### config.mk
export PLATFORM = sky130hd
export DESIGN_NAME = stmis_top
export DESIGN_NICKNAME = d
export VERILOG_FILES = /design/src/stmis_pkg.sv /design/src/stmis_top.sv
export SDC_FILE = /design/constraint.sdc
export NUM_CORES = 1
export LEC_CHECK = 0
export ABC_AREA = 1
export BUFFER_PORTS_ARGS = -buffer_cell sky130_fd_sc_hd__buf_2
export CAP_MARGIN = 20
export CORE_UTILIZATION = 59
export DETAILED_ROUTE_END_ITERATION = 10
export GPL_ROUTABILITY_DRIVEN = 0
export PLACE_DENSITY = 0.81
export SLEW_MARGIN = 20
export SYNTH_ARGS = -nofsm -noshare
export SYNTH_HDL_FRONTEND = slang
export SYNTH_SLANG_ARGS = --single-unit
### constraint.sdc
create_clock -name clk -period 1.7 [get_ports clk]
set_input_delay 0.51 -clock clk [delete_from_list [all_inputs] [get_ports clk]]
set_output_delay 0.51 -clock clk [all_outputs]
set_load 0.01 [all_outputs]
### src/stmis_pkg.sv
// Purpose: Shared constants for the serial interrupt source block.
// Assumes: 16-bit registers on a plain strobe port with word addresses.
// Notes:   Type vectors are ordered 5 down to 0 from highest priority.
package stmis_pkg;

  localparam int          ADDR_W          = 4;
  localparam int          DATA_W          = 16;
  localparam int          LVL_W           = 8;
  localparam int          NPIN            = 6;
  localparam int          NTYPE           = 6;

  // Register word addresses.
  localparam logic [3:0]  ADDR_TX_CMD_STAT = 4'h0;
  localparam logic [3:0]  ADDR_TX_INT_CTRL = 4'h1;
  localparam logic [3:0]  ADDR_STAT_INT_CTRL = 4'h2;
  localparam logic [3:0]  ADDR_MISC_STAT  = 4'h3;
  localparam logic [3:0]  ADDR_DAISY_CTRL = 4'h4;
  localparam logic [3:0]  ADDR_INT_ENABLE = 4'h5;

  // Transmit status bit positions, shared by their arm bits.
  localparam int          POS_PREAMBLE    = 7;
  localparam int          POS_IDLE        = 6;
  localparam int          POS_ABORT       = 5;
  localparam int          POS_EOF         = 4;
  localparam int          POS_CRC         = 3;
  localparam int          POS_UNDERRUN    = 1;
  localparam logic [7:0]  TX_STAT_MASK    = 8'hfa;

  // Transmit command field and codes.
  localparam int          CMD_LSB         = 12;
  localparam int          IDLE_LSB        = 8;
  localparam logic [3:0]  CMD_SEL_LEVEL   = 4'h6;
  localparam logic [3:0]  CMD_PURGE_TX    = 4'h9;
  localparam logic [3:0]  CMD_PURGE_ALL   = 4'ha;
  localparam logic [2:0]  IDLE_FLAGS      = 3'h0;

  // Miscellaneous status positions, shared by their arm bits.
  localparam int          POS_CNT_UNDER   = 3;
  localparam int          POS_SYNC_LOSS   = 2;
  localparam int          POS_BAUD1       = 1;
  localparam int          POS_BAUD0       = 0;
  localparam int          PIN_LSB         = 4;

  // Interrupt type positions in daisy chain vectors.
  localparam int          TY_RX_STAT      = 5;
  localparam int          TY_RX_DATA      = 4;
  localparam int          TY_TX_STAT      = 3;
  localparam int          TY_TX_DATA      = 2;
  localparam int          TY_PIN          = 1;
  localparam int          TY_MISC         = 0;

  // Operation codes of the daisy chain control register, and the master enable bit position.
  localparam logic [1:0]  SVC_CLEAR       = 2'h2;
  localparam logic [1:0]  SVC_SET         = 2'h3;
  localparam logic [1:0]  PND_CLR_BOTH    = 2'h1;
  localparam logic [1:0]  PND_CLR         = 2'h2;
  localparam logic [1:0]  PND_SET         = 2'h3;
  localparam int          MIE_POS         = 15;

  // Reset values.
  localparam logic [15:0] RST_WORD        = 16'h0000;
  localparam logic [7:0]  RST_BYTE        = 8'h00;
  localparam logic [5:0]  RST_TYPES       = 6'h00;

endpackage : stmis_pkg

### src/stmis_top.sv
// Purpose: Transmit, pin and miscellaneous interrupt sources with daisy chain bits.
// Assumes: Event inputs are one-cycle pulses from logic on clk; pins are asynchronous.
// Notes:   All state freezes while ce is low, the pin synchronisers included.
//
// Summary of operation
// - Sync mode preamble completion sets preamble_done; armed rise sets transmit-status pending.
// - Idle sent flag: every flag/sync idle character, else only the first idle bit.
// - HDLC abort sent sets abort_sent_flag; armed rise sets transmit-status pending.
// - Sync mode closing flag sets end_of_frame_sent; preceding CRC sets check_sequence_sent.
// - Transmit FIFO empty when character needed sets transmit_underrun; armed sets pending.
// - Pending set only on armed rise; status holds until host writes one.
// - Six arm bits in low control byte gate pending, never touch status.
// - Transmit-data pending held set while empty count exceeds programmed level.
// - Transmit purge command sets transmit-data pending at once.
// - Request only with chain enable, type and master enable, no own or higher service.
// - FIFO loading clears nothing; host clears pending and service bits explicitly.
// - Rising and falling edges on six pins each armed, regardless of direction.
// - Reset clears latch-state bits; open data bit reads inverted pin level.
// - Open latch with edge latch set: latch, clear edge latch, set pin pending.
// - Latched data frozen until host writes one; pending edges relatch at once.
// - Armed counter underrun event sets its flag and miscellaneous pending.
// - Armed biphase sync loss sets its flag and miscellaneous pending.
// - Armed baud generator terminal counts set their flags and miscellaneous pending.
// - Writing one unlatches misc flag, or relatches if event recurred; arms gate.
// - Daisy control reads service bits 13-8 and pending bits 5-0, tops zero.
// - Upper op field: 0x none, 10 clear, 11 set selected service bits.
// - Lower op field: 00 none, 01 clear pending and service, 10 clear pending.
// - Lower op field 11 sets selected pending bits.
// - Priority: receive status, receive data, transmit status, transmit data, pin, misc.
//
// Implementation choices: the address map and the plain strobed port.
`timescale 1ns/1ps
module stmis_top
  import stmis_pkg::*;
(
  // Clock, reset and enable.
  input  wire logic              clk,
  input  wire logic              rst_b,
  input  wire logic              ce,
  // Register port.
  input  wire logic [ADDR_W-1:0] addr,
  input  wire logic [DATA_W-1:0] wdata,
  input  wire logic              wr,
  input  wire logic              rd,
  output logic      [DATA_W-1:0] rdata,
  // Transmitter events and modes.
  input  wire logic              sync_mode,
  input  wire logic              hdlc_mode,
  input  wire logic              preamble_done_ev,
  input  wire logic              idle_active,
  input  wire logic              idle_sent_ev,
  input  wire logic              abort_sent_ev,
  input  wire logic              end_of_frame_ev,
  input  wire logic              check_sequence_ev,
  input  wire logic              underrun_ev,
  input  wire logic [LVL_W-1:0]  tx_empty_count,
  output logic                   tx_purge,
  output logic                   rx_purge,
  // Receive side pending requests handled elsewhere.
  input  wire logic              rx_status_set,
  input  wire logic              rx_data_set,
  // Miscellaneous events.
  input  wire logic              counter_underrun_ev,
  input  wire logic              biphase_mode,
  input  wire logic              pll_sync_loss_ev,
  input  wire logic              baud_gen_one_zero,
  input  wire logic              baud_gen_zero_zero,
  // Monitored pins: rx clock, tx clock, rx request, tx request, carrier, clear to send.
  input  wire logic [NPIN-1:0]   pins,
  // Daisy chain.
  input  wire logic              chain_enable_in,
  output logic                   int_req_b
);

  // Register state.
  logic [7:0]        tx_stat_q, tx_stat_d;
  logic [2:0]        idle_sel_q, idle_sel_d;
  logic              lvl_sel_q, lvl_sel_d;
  logic              idle_first_q, idle_first_d;
  logic [15:0]       tx_ctrl_q, tx_ctrl_d;
  logic [15:0]       stat_ctrl_q, stat_ctrl_d;
  logic [3:0]        misc_q, misc_d;
  logic [3:0]        recur_q, recur_d;
  logic [NTYPE-1:0]  ip_q, ip_d;
  logic [NTYPE-1:0]  ius_q, ius_d;
  logic [NTYPE-1:0]  ie_q, ie_d;
  logic              mie_q, mie_d;
  logic              tx_purge_q, tx_purge_d;
  logic              rx_purge_q, rx_purge_d;
  logic [DATA_W-1:0] rdata_q, rdata_d;
  logic              int_req_q, int_req_d;

  // Pin state.
  logic [NPIN-1:0]   pin_s1_q, pin_s2_q, pin_s3_q;
  logic              chain_s1_q, chain_s2_q;
  logic [NPIN-1:0]   edge_q, edge_d;
  logic [NPIN-1:0]   lu_q, lu_d;
  logic [NPIN-1:0]   pdat_q, pdat_d;

  // Decoded accesses.
  logic              wr_tcs, wr_tic, wr_sic, wr_mis, wr_dcc, wr_ien;
  logic [3:0]        cmd;
  logic [7:0]        tx_set, tx_kept, tx_rise;
  logic [3:0]        misc_ev;
  logic [NPIN-1:0]   rise, fall, pin_edge, unlatch;
  logic [NTYPE-1:0]  hw_ip_set, ius_wsel, ip_wsel, ius_mid;
  logic [NTYPE-1:0]  busy_above, want;

  always_comb
  begin
    wr_tcs = wr && (addr == ADDR_TX_CMD_STAT);
    wr_tic = wr && (addr == ADDR_TX_INT_CTRL);
    wr_sic = wr && (addr == ADDR_STAT_INT_CTRL);
    wr_mis = wr && (addr == ADDR_MISC_STAT);
    wr_dcc = wr && (addr == ADDR_DAISY_CTRL);
    wr_ien = wr && (addr == ADDR_INT_ENABLE);
    cmd    = wr_tcs ? wdata[CMD_LSB +: 4] : 4'h0;
  end

  // Transmit status and control.
  always_comb
  begin
    tx_set = 8'h00;
    tx_set[POS_PREAMBLE] = preamble_done_ev && sync_mode;
    // Bit-oriented idle reports only the first idle bit of an idle period.
    if (idle_sel_q == IDLE_FLAGS)
    begin
      tx_set[POS_IDLE] = idle_sent_ev;
    end
    else
    begin
      tx_set[POS_IDLE] = idle_sent_ev && !idle_first_q;
    end
    tx_set[POS_ABORT]    = abort_sent_ev && hdlc_mode;
    tx_set[POS_EOF]      = end_of_frame_ev && sync_mode;
    tx_set[POS_CRC]      = check_sequence_ev && sync_mode;
    tx_set[POS_UNDERRUN] = underrun_ev;
    // A host write of one clears, but a same-cycle event wins.
    tx_kept   = tx_stat_q & ~(wr_tcs ? wdata[7:0] : 8'h00);
    tx_stat_d = (tx_kept | tx_set) & TX_STAT_MASK;
    // Arm bits only steer the pending bit, never the status itself.
    tx_rise   = tx_set & ~tx_kept & tx_ctrl_q[7:0] & TX_STAT_MASK;
    idle_first_d = idle_active ? (idle_first_q || idle_sent_ev) : 1'b0;
    idle_sel_d = wr_tcs ? wdata[IDLE_LSB +: 3] : idle_sel_q;
    lvl_sel_d  = lvl_sel_q;
    if (cmd == CMD_SEL_LEVEL)
    begin
      lvl_sel_d = 1'b1;
    end
    else if (cmd != 4'h0)
    begin
      lvl_sel_d = 1'b0;
    end
    tx_purge_d = (cmd == CMD_PURGE_TX) || (cmd == CMD_PURGE_ALL);
    rx_purge_d = (cmd == CMD_PURGE_ALL);
    tx_ctrl_d  = tx_ctrl_q;
    if (wr_tic)
    begin
      tx_ctrl_d[7:0] = wdata[7:0];
      if (lvl_sel_q)
      begin
        tx_ctrl_d[15:8] = wdata[15:8];
      end
    end
  end

  always_ff @(posedge clk or negedge rst_b)
  begin
    if (!rst_b)
    begin
      tx_stat_q    <= RST_BYTE;
      idle_sel_q   <= IDLE_FLAGS;
      lvl_sel_q    <= 1'b0;
      idle_first_q <= 1'b0;
      tx_ctrl_q    <= RST_WORD;
      tx_purge_q   <= 1'b0;
      rx_purge_q   <= 1'b0;
    end
    else if (ce)
    begin
      tx_stat_q    <= tx_stat_d;
      idle_sel_q   <= idle_sel_d;
      lvl_sel_q    <= lvl_sel_d;
      idle_first_q <= idle_first_d;
      tx_ctrl_q    <= tx_ctrl_d;
      tx_purge_q   <= tx_purge_d;
      rx_purge_q   <= rx_purge_d;
    end
  end

  // Pin edge detection and latching.
  always_comb
  begin
    rise     = pin_s2_q & ~pin_s3_q;
    fall     = ~pin_s2_q & pin_s3_q;
    pin_edge = '0;
    for (int i = 0; i < NPIN; i++)
    begin
      // Edges are seen on the pad level, so pin direction does not matter.
      pin_edge[i] = (rise[i] && stat_ctrl_q[PIN_LSB + 2*i + 1])
                 || (fall[i] && stat_ctrl_q[PIN_LSB + 2*i]);
    end
    lu_d    = lu_q;
    edge_d  = edge_q | pin_edge;
    unlatch = '0;
    for (int i = 0; i < NPIN; i++)
    begin
      unlatch[i] = wr_mis && wdata[PIN_LSB + 2*i + 1];
      // An unlatch with edges waiting relatches in the same cycle, so no read sees a gap.
      if (unlatch[i] || !lu_q[i])
      begin
        lu_d[i]   = edge_q[i];
        edge_d[i] = edge_q[i] ? pin_edge[i] : edge_d[i];
      end
    end
    // Open data bits follow the pin inverted; an unlatch reopens them for one sample.
    pdat_d = (lu_q & ~unlatch & pdat_q) | ((~lu_q | unlatch) & ~pin_s2_q);
  end

  always_ff @(posedge clk or negedge rst_b)
  begin
    if (!rst_b)
    begin
      pin_s1_q   <= '0;
      pin_s2_q   <= '0;
      pin_s3_q   <= '0;
      chain_s1_q <= 1'b0;
      chain_s2_q <= 1'b0;
      edge_q     <= '0;
      lu_q       <= '0;
      pdat_q     <= '0;
    end
    else if (ce)
    begin
      pin_s1_q   <= pins;
      pin_s2_q   <= pin_s1_q;
      pin_s3_q   <= pin_s2_q;
      chain_s1_q <= chain_enable_in;
      chain_s2_q <= chain_s1_q;
      edge_q     <= edge_d;
      lu_q       <= lu_d;
      pdat_q     <= pdat_d;
    end
  end

  // Miscellaneous status.
  always_comb
  begin
    misc_ev = 4'h0;
    misc_ev[POS_CNT_UNDER] = counter_underrun_ev;
    misc_ev[POS_SYNC_LOSS] = pll_sync_loss_ev && biphase_mode;
    misc_ev[POS_BAUD1]     = baud_gen_one_zero;
    misc_ev[POS_BAUD0]     = baud_gen_zero_zero;
    // Unarmed sources never set a flag; disarming leaves flags alone.
    misc_ev   = misc_ev & stat_ctrl_q[3:0];
    misc_d    = misc_q | misc_ev;
    recur_d   = recur_q | (misc_ev & misc_q);
    if (wr_mis)
    begin
      // Unlatching relatches at once when the event came back meanwhile.
      misc_d  = (misc_q & ~wdata[3:0]) | (recur_q & wdata[3:0]) | misc_ev;
      recur_d = (recur_q & ~wdata[3:0]) | (misc_ev & misc_q & ~wdata[3:0]);
    end
    stat_ctrl_d = wr_sic ? wdata : stat_ctrl_q;
  end

  always_ff @(posedge clk or negedge rst_b)
  begin
    if (!rst_b)
    begin
      misc_q      <= 4'h0;
      recur_q     <= 4'h0;
      stat_ctrl_q <= RST_WORD;
    end
    else if (ce)
    begin
      misc_q      <= misc_d;
      recur_q     <= recur_d;
      stat_ctrl_q <= stat_ctrl_d;
    end
  end

  // Pending, service and enable bits, and the interrupt request.
  always_comb
  begin
    hw_ip_set = RST_TYPES;
    hw_ip_set[TY_RX_STAT] = rx_status_set;
    hw_ip_set[TY_RX_DATA] = rx_data_set;
    hw_ip_set[TY_TX_STAT] = |tx_rise;
    // Level source: stays set while the FIFO has room above the level.
    hw_ip_set[TY_TX_DATA] = (tx_empty_count > tx_ctrl_q[15:8])
                         || tx_purge_d;
    hw_ip_set[TY_PIN]     = |((~lu_q | unlatch) & edge_q);
    hw_ip_set[TY_MISC]    = |misc_ev;
    ius_wsel = wr_dcc ? wdata[13:8] : RST_TYPES;
    ip_wsel  = wr_dcc ? wdata[5:0] : RST_TYPES;
    // Service op first, so a same-write clear-both overrides a set.
    ius_mid = ius_q;
    unique case (wdata[15:14])
      SVC_CLEAR: ius_mid = ius_q & ~ius_wsel;
      SVC_SET:   ius_mid = ius_q | ius_wsel;
      default:   ius_mid = ius_q;
    endcase
    ius_d = ius_mid;
    ip_d  = ip_q;
    unique case (wdata[7:6])
      PND_CLR_BOTH:
      begin
        ip_d  = ip_q & ~ip_wsel;
        ius_d = ius_mid & ~ip_wsel;
      end
      PND_CLR: ip_d = ip_q & ~ip_wsel;
      PND_SET: ip_d = ip_q | ip_wsel;
      default: ip_d = ip_q;
    endcase
    // Hardware set wins over a software clear in the same cycle.
    ip_d  = ip_d | hw_ip_set;
    ie_d  = wr_ien ? wdata[5:0] : ie_q;
    mie_d = wr_ien ? wdata[MIE_POS] : mie_q;
    // A type is blocked by its own or any higher priority service bit.
    busy_above[NTYPE-1] = ius_q[NTYPE-1];
    for (int i = NTYPE-2; i >= 0; i--)
    begin
      busy_above[i] = busy_above[i+1] | ius_q[i];
    end
    want      = ip_q & ie_q & ~busy_above;
    int_req_d = chain_s2_q && mie_q && (|want);
  end

  always_ff @(posedge clk or negedge rst_b)
  begin
    if (!rst_b)
    begin
      ip_q      <= RST_TYPES;
      ius_q     <= RST_TYPES;
      ie_q      <= RST_TYPES;
      mie_q     <= 1'b0;
      int_req_q <= 1'b0;
    end
    else if (ce)
    begin
      ip_q      <= ip_d;
      ius_q     <= ius_d;
      ie_q      <= ie_d;
      mie_q     <= mie_d;
      int_req_q <= int_req_d;
    end
  end

  // Read port: data stand only in the cycle after the strobe.
  always_comb
  begin
    rdata_d = RST_WORD;
    if (rd)
    begin
      unique case (addr)
        ADDR_TX_CMD_STAT:   rdata_d = {5'h00, idle_sel_q, tx_stat_q};
        ADDR_TX_INT_CTRL:   rdata_d = tx_ctrl_q;
        ADDR_STAT_INT_CTRL: rdata_d = stat_ctrl_q;
        ADDR_MISC_STAT:
        begin
          for (int i = 0; i < NPIN; i++)
          begin
            rdata_d[PIN_LSB + 2*i + 1] = lu_q[i];
            rdata_d[PIN_LSB + 2*i]     = pdat_q[i];
          end
          rdata_d[3:0] = misc_q;
        end
        ADDR_DAISY_CTRL:    rdata_d = {2'b00, ius_q, 2'b00, ip_q};
        ADDR_INT_ENABLE:    rdata_d = {mie_q, 9'h000, ie_q};
        default:            rdata_d = RST_WORD;
      endcase
    end
  end

  always_ff @(posedge clk or negedge rst_b)
  begin
    if (!rst_b)
    begin
      rdata_q <= RST_WORD;
    end
    else if (ce)
    begin
      rdata_q <= rdata_d;
    end
  end

  assign rdata     = rdata_q;
  assign tx_purge  = tx_purge_q;
  assign rx_purge  = rx_purge_q;
  assign int_req_b = !int_req_q;

endmodule : stmis_top

; ---- After elaboration in Yosys (flattened, before gate mapping)
; Cells that the tools add are included.
[word_totals]
wordCells = 194
output_inout_bits = 19
regBits = 127
inputBits = 56
[classes]
magnitude_cmp = 1
reduce_logical = 76
bitwise = 47
n_mux = 27
n_eq_ne = 13
[op_table]
columns = cell, n
row1 = 16-bit one-hot mux with 6 select lines, 1
row2 = 6-bit bitwise AND, 11
row3 = 6-bit NOT, 7
row4 = 6-bit OR, 6
row5 = 1-bit logical AND, 32
row6 = 4-bit bitwise AND, 6
row7 = 8-bit bitwise AND, 3
row8 = 6-bit one-hot mux with 2 select lines, 2
row9 = 2-bit AND reduction, 11
row10 = 4-bit OR, 5
row11 = 6-bit 2-to-1 mux, 3
row12 = 6-bit OR reduction, 3
row13 = 1-bit 2-to-1 mux, 16
row14 = 16-bit 2-to-1 mux, 1
row15 = 8-bit NOT, 2
row16 = 1-bit logical OR, 15
row17 = 4-bit by 3-bit equality test with 1-bit output (second input constant), 3
row18 = 4-bit 2-to-1 mux, 3
row19 = 2-bit equality test (second input constant), 4
row20 = 4-bit by 2-bit equality test with 1-bit output (second input constant), 2
row21 = 4-bit equality test (second input constant), 2
row22 = 8-bit > comparator, 1
row23 = 1-bit logical NOT, 8
row24 = 8-bit 2-to-1 mux, 1
row25 = 12 further kinds, 16

; ---- Depth between registers and ports, before layout
[depth]
word_depth = 10
depth_mapped = 11
mapped_depth_nobuf = 11

; ---- Worst setup path after synthesis
; OpenSTA, ideal clock, no wires.
[synth_timing]
kind = input -> register
startpoint = input port addr[3]
endpoint = register edge_q[4]
t_arrival_ns = 1.367
n_path_buf = 2
t_required_ns = 1.554
setup_time_ns = 0.146
cell_stages = 8
path_slack_ns = 0.188
cell_sequence = nor2_4 > buf_6 > buf_4 > nand4_1 > nand2_1 > nand2_1 > nand2_1 > o311ai_0
[synth_via]
elab_chain_len = 5
[synth_lines]
columns = item, line
row1 = from (decl), stmis_top.sv:41  ; input wire logic [ADDR_W-1:0] addr,
row2 = 4-bit by 2-bit equality test with 1-bit output, stmis_top.sv:114  ; wr_mis = wr && (addr == ADDR_MISC_STAT);
row3 = 1-bit logical AND, stmis_top.sv:114
row4 = 1-bit logical AND, stmis_top.sv:208  ; unlatch[i] = wr_mis && wdata[PIN_LSB + 2*i + 1];
row5 = 1-bit logical OR, stmis_top.sv:210  ; if (unlatch[i] || !lu_q[i])
row6 = 1-bit 2-to-1 mux, stmis_top.sv:210
row7 = to (signal assigned), stmis_top.sv:240  ; edge_q <= edge_d;
row8 = to (decl), stmis_top.sv:96  ; logic [NPIN-1:0] edge_q, edge_d;
; Every way passes these cells.
; A chain may end at the register's enable or synchronous reset.

; ---- Final worst setup path
[layout_timing]
startpoint = register rdata_q[7], in the netlist rdata[7]
endpoint = output port rdata[7]
[layout_lines]
columns = item, line
row1 = from (decl), stmis_top.sv:90  ; logic [DATA_W-1:0] rdata_q, rdata_d;
row2 = from (signal assigned), stmis_top.sv:384  ; rdata_q <= rdata_d;
row3 = to (decl), stmis_top.sv:45  ; output logic [DATA_W-1:0] rdata,
; No word-level cell between the ends.

==> results.yml <==
run_status:
  run_status: "complete, no violations"
routing:
  drt-vias-per-instance: 5.82
  vias: 6317
  routed_wl_mm: 18.8
  drt_iter0_drc: 496
  antenna_left: 0
  routedWlPerCell_um: 17.3
  dr.pass1.iters: 5
  drc: 0
global_route:
  antenna_found_initial: 0
  grt_usage_pct: 35.8
  grt_pass1_wl_mm: 30.5
  grt-ovfl-total: 0
  first_global_vias: 6212
  grt_max_degree: 61
final_layout:
  n_antenna_cell: 0
  n_fill_cell: 739
  nNetsFinal: 1004
  drive_above_1_share_pct: 20.3
  final_common_cell: "nand2_1"
  layout_common_cells: "nand2_1, dfrtp_1, inv_1, o21ai_0, buf_2"
  syn_to_final_growth_pct: 24.8
yosys:
  synth_area_sq_um: 6420
  yosysUniqueCellTypes: 41
  synth_top_family_by_area: "simple AND/OR/NAND/NOR gates"
  synth_cells: 811
  synth_seq_area_share_pct: 49.5
  synth-adder-area-share_pct: 2.14
  syn_avg_cell_area_sq_um: 7.92
  ys_ff_latch: 127
  synth_mux_area_share_pct: 0
  yosys.area_share.xor_xnor_pct: 0
  synth_compound_area_share_pct: 12.8
  synthSimpleGateAreaFrac_pct: 27.9
  mappedNetlistNets: 878
  yosys_warnings: 0
power:
  swShare_pct: 27.7
  pwr-share-comb_pct: 14.5
  p_sw_uw: 2550
  total_leakage_power_uw: 0.00413
  internal-power_uw: 6660
  clockPowerShare_pct: 42.8
  peakVddDrop_mv: 0.856
  power_frac_seq_pct: 42.7
  power.density_nw_per_um2: 1150
clock_network:
  clock_tree.buffer_depth: 2
  cts_resized: 0
  cts_setup_buffers: 0
  cts-buffers-inserted: 17
  htree_levels: 4
  clk_pin_slew_worst_paths_ns: 0.06
  root_buffer: "clkbuf_8"
  cts_tree: "done"
  insertion_delay_ns: 0.54
  cts_sinks: 127
sta:
  skew_ns: 0.00807
  whs_ns: 0.179
  period_share_pct: 94.1
  final.setup.worst_slack_ns: 0.100
  min_period_ns: 1.60
  final_max_slew_viol_count: 0
  fmax_mhz: 625
  worst_pin_slew_ns: 0.354
  hold_viol: 0
  setup_viol: 0
  max_slew_margin_pct: 76.4
  rsz0062_at_grt: "false"
critical_path:
  crit_buf_inv: 1
  cpPeakStageDelay_ns: 0.40
  cp_data_arrival_time_ns: 1.09
  slowest_stage: "dfrtp_1"
  end_kind: "primary output"
  crit_family: "flip-flops"
  path_cells: "buf_2"
  startpoint_type: "flip-flop"
  cp.required_ns: 1.19
  cp_max_fo: 2
  crit_type: "flip-flop to primary output"
job:
  cap_violations: 0
place:
  port_buffers: 74
  preCtsSetupSlack_ns: -0.146
  dp_hpwl_mm: 13.4
floorplanning:
  core_region_area_sq_um: 10400
  ios: 75
  start_util_pct: 61.6
  row_count: 37
  die_w_um: 106
  die_h_um: 106
  die_area_sq_um: 11300
hold_path:
  hold_path_class: "input pin to flip-flop"
metal layers:
layer / vias up / track usage [%] / wire (um)
met2: 336 / 55.7 / 8810
li1: 2906 / - / -
met5: - / 0 / 0
met1: 3012 / 46.8 / 7520
met4: 0 / 17.6 / 770
met3: 63 / 9.14 / 1690
synth_stat cells, drive strengths merged:
cell      n  share of area (%)
o21bai    1               0.12
o211ai    6               0.70
o311ai    5               0.68
o2111a    1               0.18
nor2     55                4.0
nor4      1              0.098
o21ai    91                7.2
or2       2               0.19
buf      17                1.9
ha       11                2.1
a22oi     2               0.31
clkinv    1              0.058
o221ai    2               0.27
nand2   281                 17
nand4    30                2.9
nor3     10               0.78
a21oi    19                1.5
clkbuf   12               0.72
o31ai     1               0.12
inv      84                5.0
dfrtp   127                 50
o21a      2               0.23
a31oi     4               0.39
nand3    35                2.9
o22ai     9               0.88
a22o      2               0.27
stage by stage:
stage	util (%)	area, sq um	total power (uW)	cells	TNS (ns)
after floorplan	-	6420	4640	811	0
after global placement	70.6	7360	5170	1053	-0.399
after detailed placement	70.6	7360	5250	1053	-2.32
after CTS	76.9	8020	9200	1086	0
after global routing	76.9	8020	9580	1086	0
final	76.9	8020	9210	1086	0
power by group through the flow:
stage,clock (uW),combinational (uW),sequential [uW]
4_1_cts,3960,1320,3910
2_1_floorplan,0,813,3830
3_3_place_gp,0,1230,3940
6_report,3940,1330,3940
5_1_grt,4100,1500,3980
3_5_place_dp,0,1290,3960
logic make-up (layout without fill, tap and decap cells):
family	after synthesis	count (layout)
buf+inv	114	253
flops	127	127
simple gates	414	414
compound gates	145	145
fa+ha+maj	11	11
final timing paths:
check / startpoint / to / slack [ns] / cells after the start
min reg2reg: rdata[9] / rdata[9] / 0.47 / 2
max: rdata[7] / rdata[7] / 0.10 / 1
max reg2reg: tx_ctrl_q[11] / ip_q[2] / 0.23 / 10
min: pins[2] / pin_s1_q[2] / 0.18 / 3
min in group asynchronous: rst_b / recur_q[3] / 0.32 / 2
max in group asynchronous: rst_b / stat_ctrl_q[9] / 0.84 / 3
registers in the layout, indices dropped and copies added, names as in the netlist, 3 cells and up, named ones only:
register and flops:
pin_s2_q 6, recur_q 4, stat_ctrl_q 16, idle_sel_q 3, ip_q 6, pin_s1_q 6, tx_stat_q 6, edge_q 6
ius_q 6, lu_q 6, ie_q 6, tx_ctrl_q 16, pin_s3_q 6, rdata 16, misc_q 4
worst reg2reg max path: stages (launching register included):
cell,delay [ns]
dfrtp_1,0.38
inv_1,0.12
ha_1,0.26
a21oi_1,0.14
o21ai_0,0.09
nand2_1,0.07
nand2_1,0.06
nand2_1,0.08
nand3_1,0.08
nand2_1,0.06
inv_1,0.03
area by class of cell:
cell class	count	area, sq um	share of cell area [%]
Timing Repair Buffer	136	941	11.7
Multi-Input combinational cell	570	2760	34.4
Tap cell	136	170	2.12
Sequential cell	127	3180	39.7
Clock buffer	23	497	6.20
Clock inverter	9	153	1.90
Inverter	85	322	4.01
what timing repair did:
action / in CTS / in global routing
hold buffers: 1 / 0
hold endpoints to repair: 3 / 0
setup endpoints to repair: 0 / 0
(Power assumes the default switching activity.)
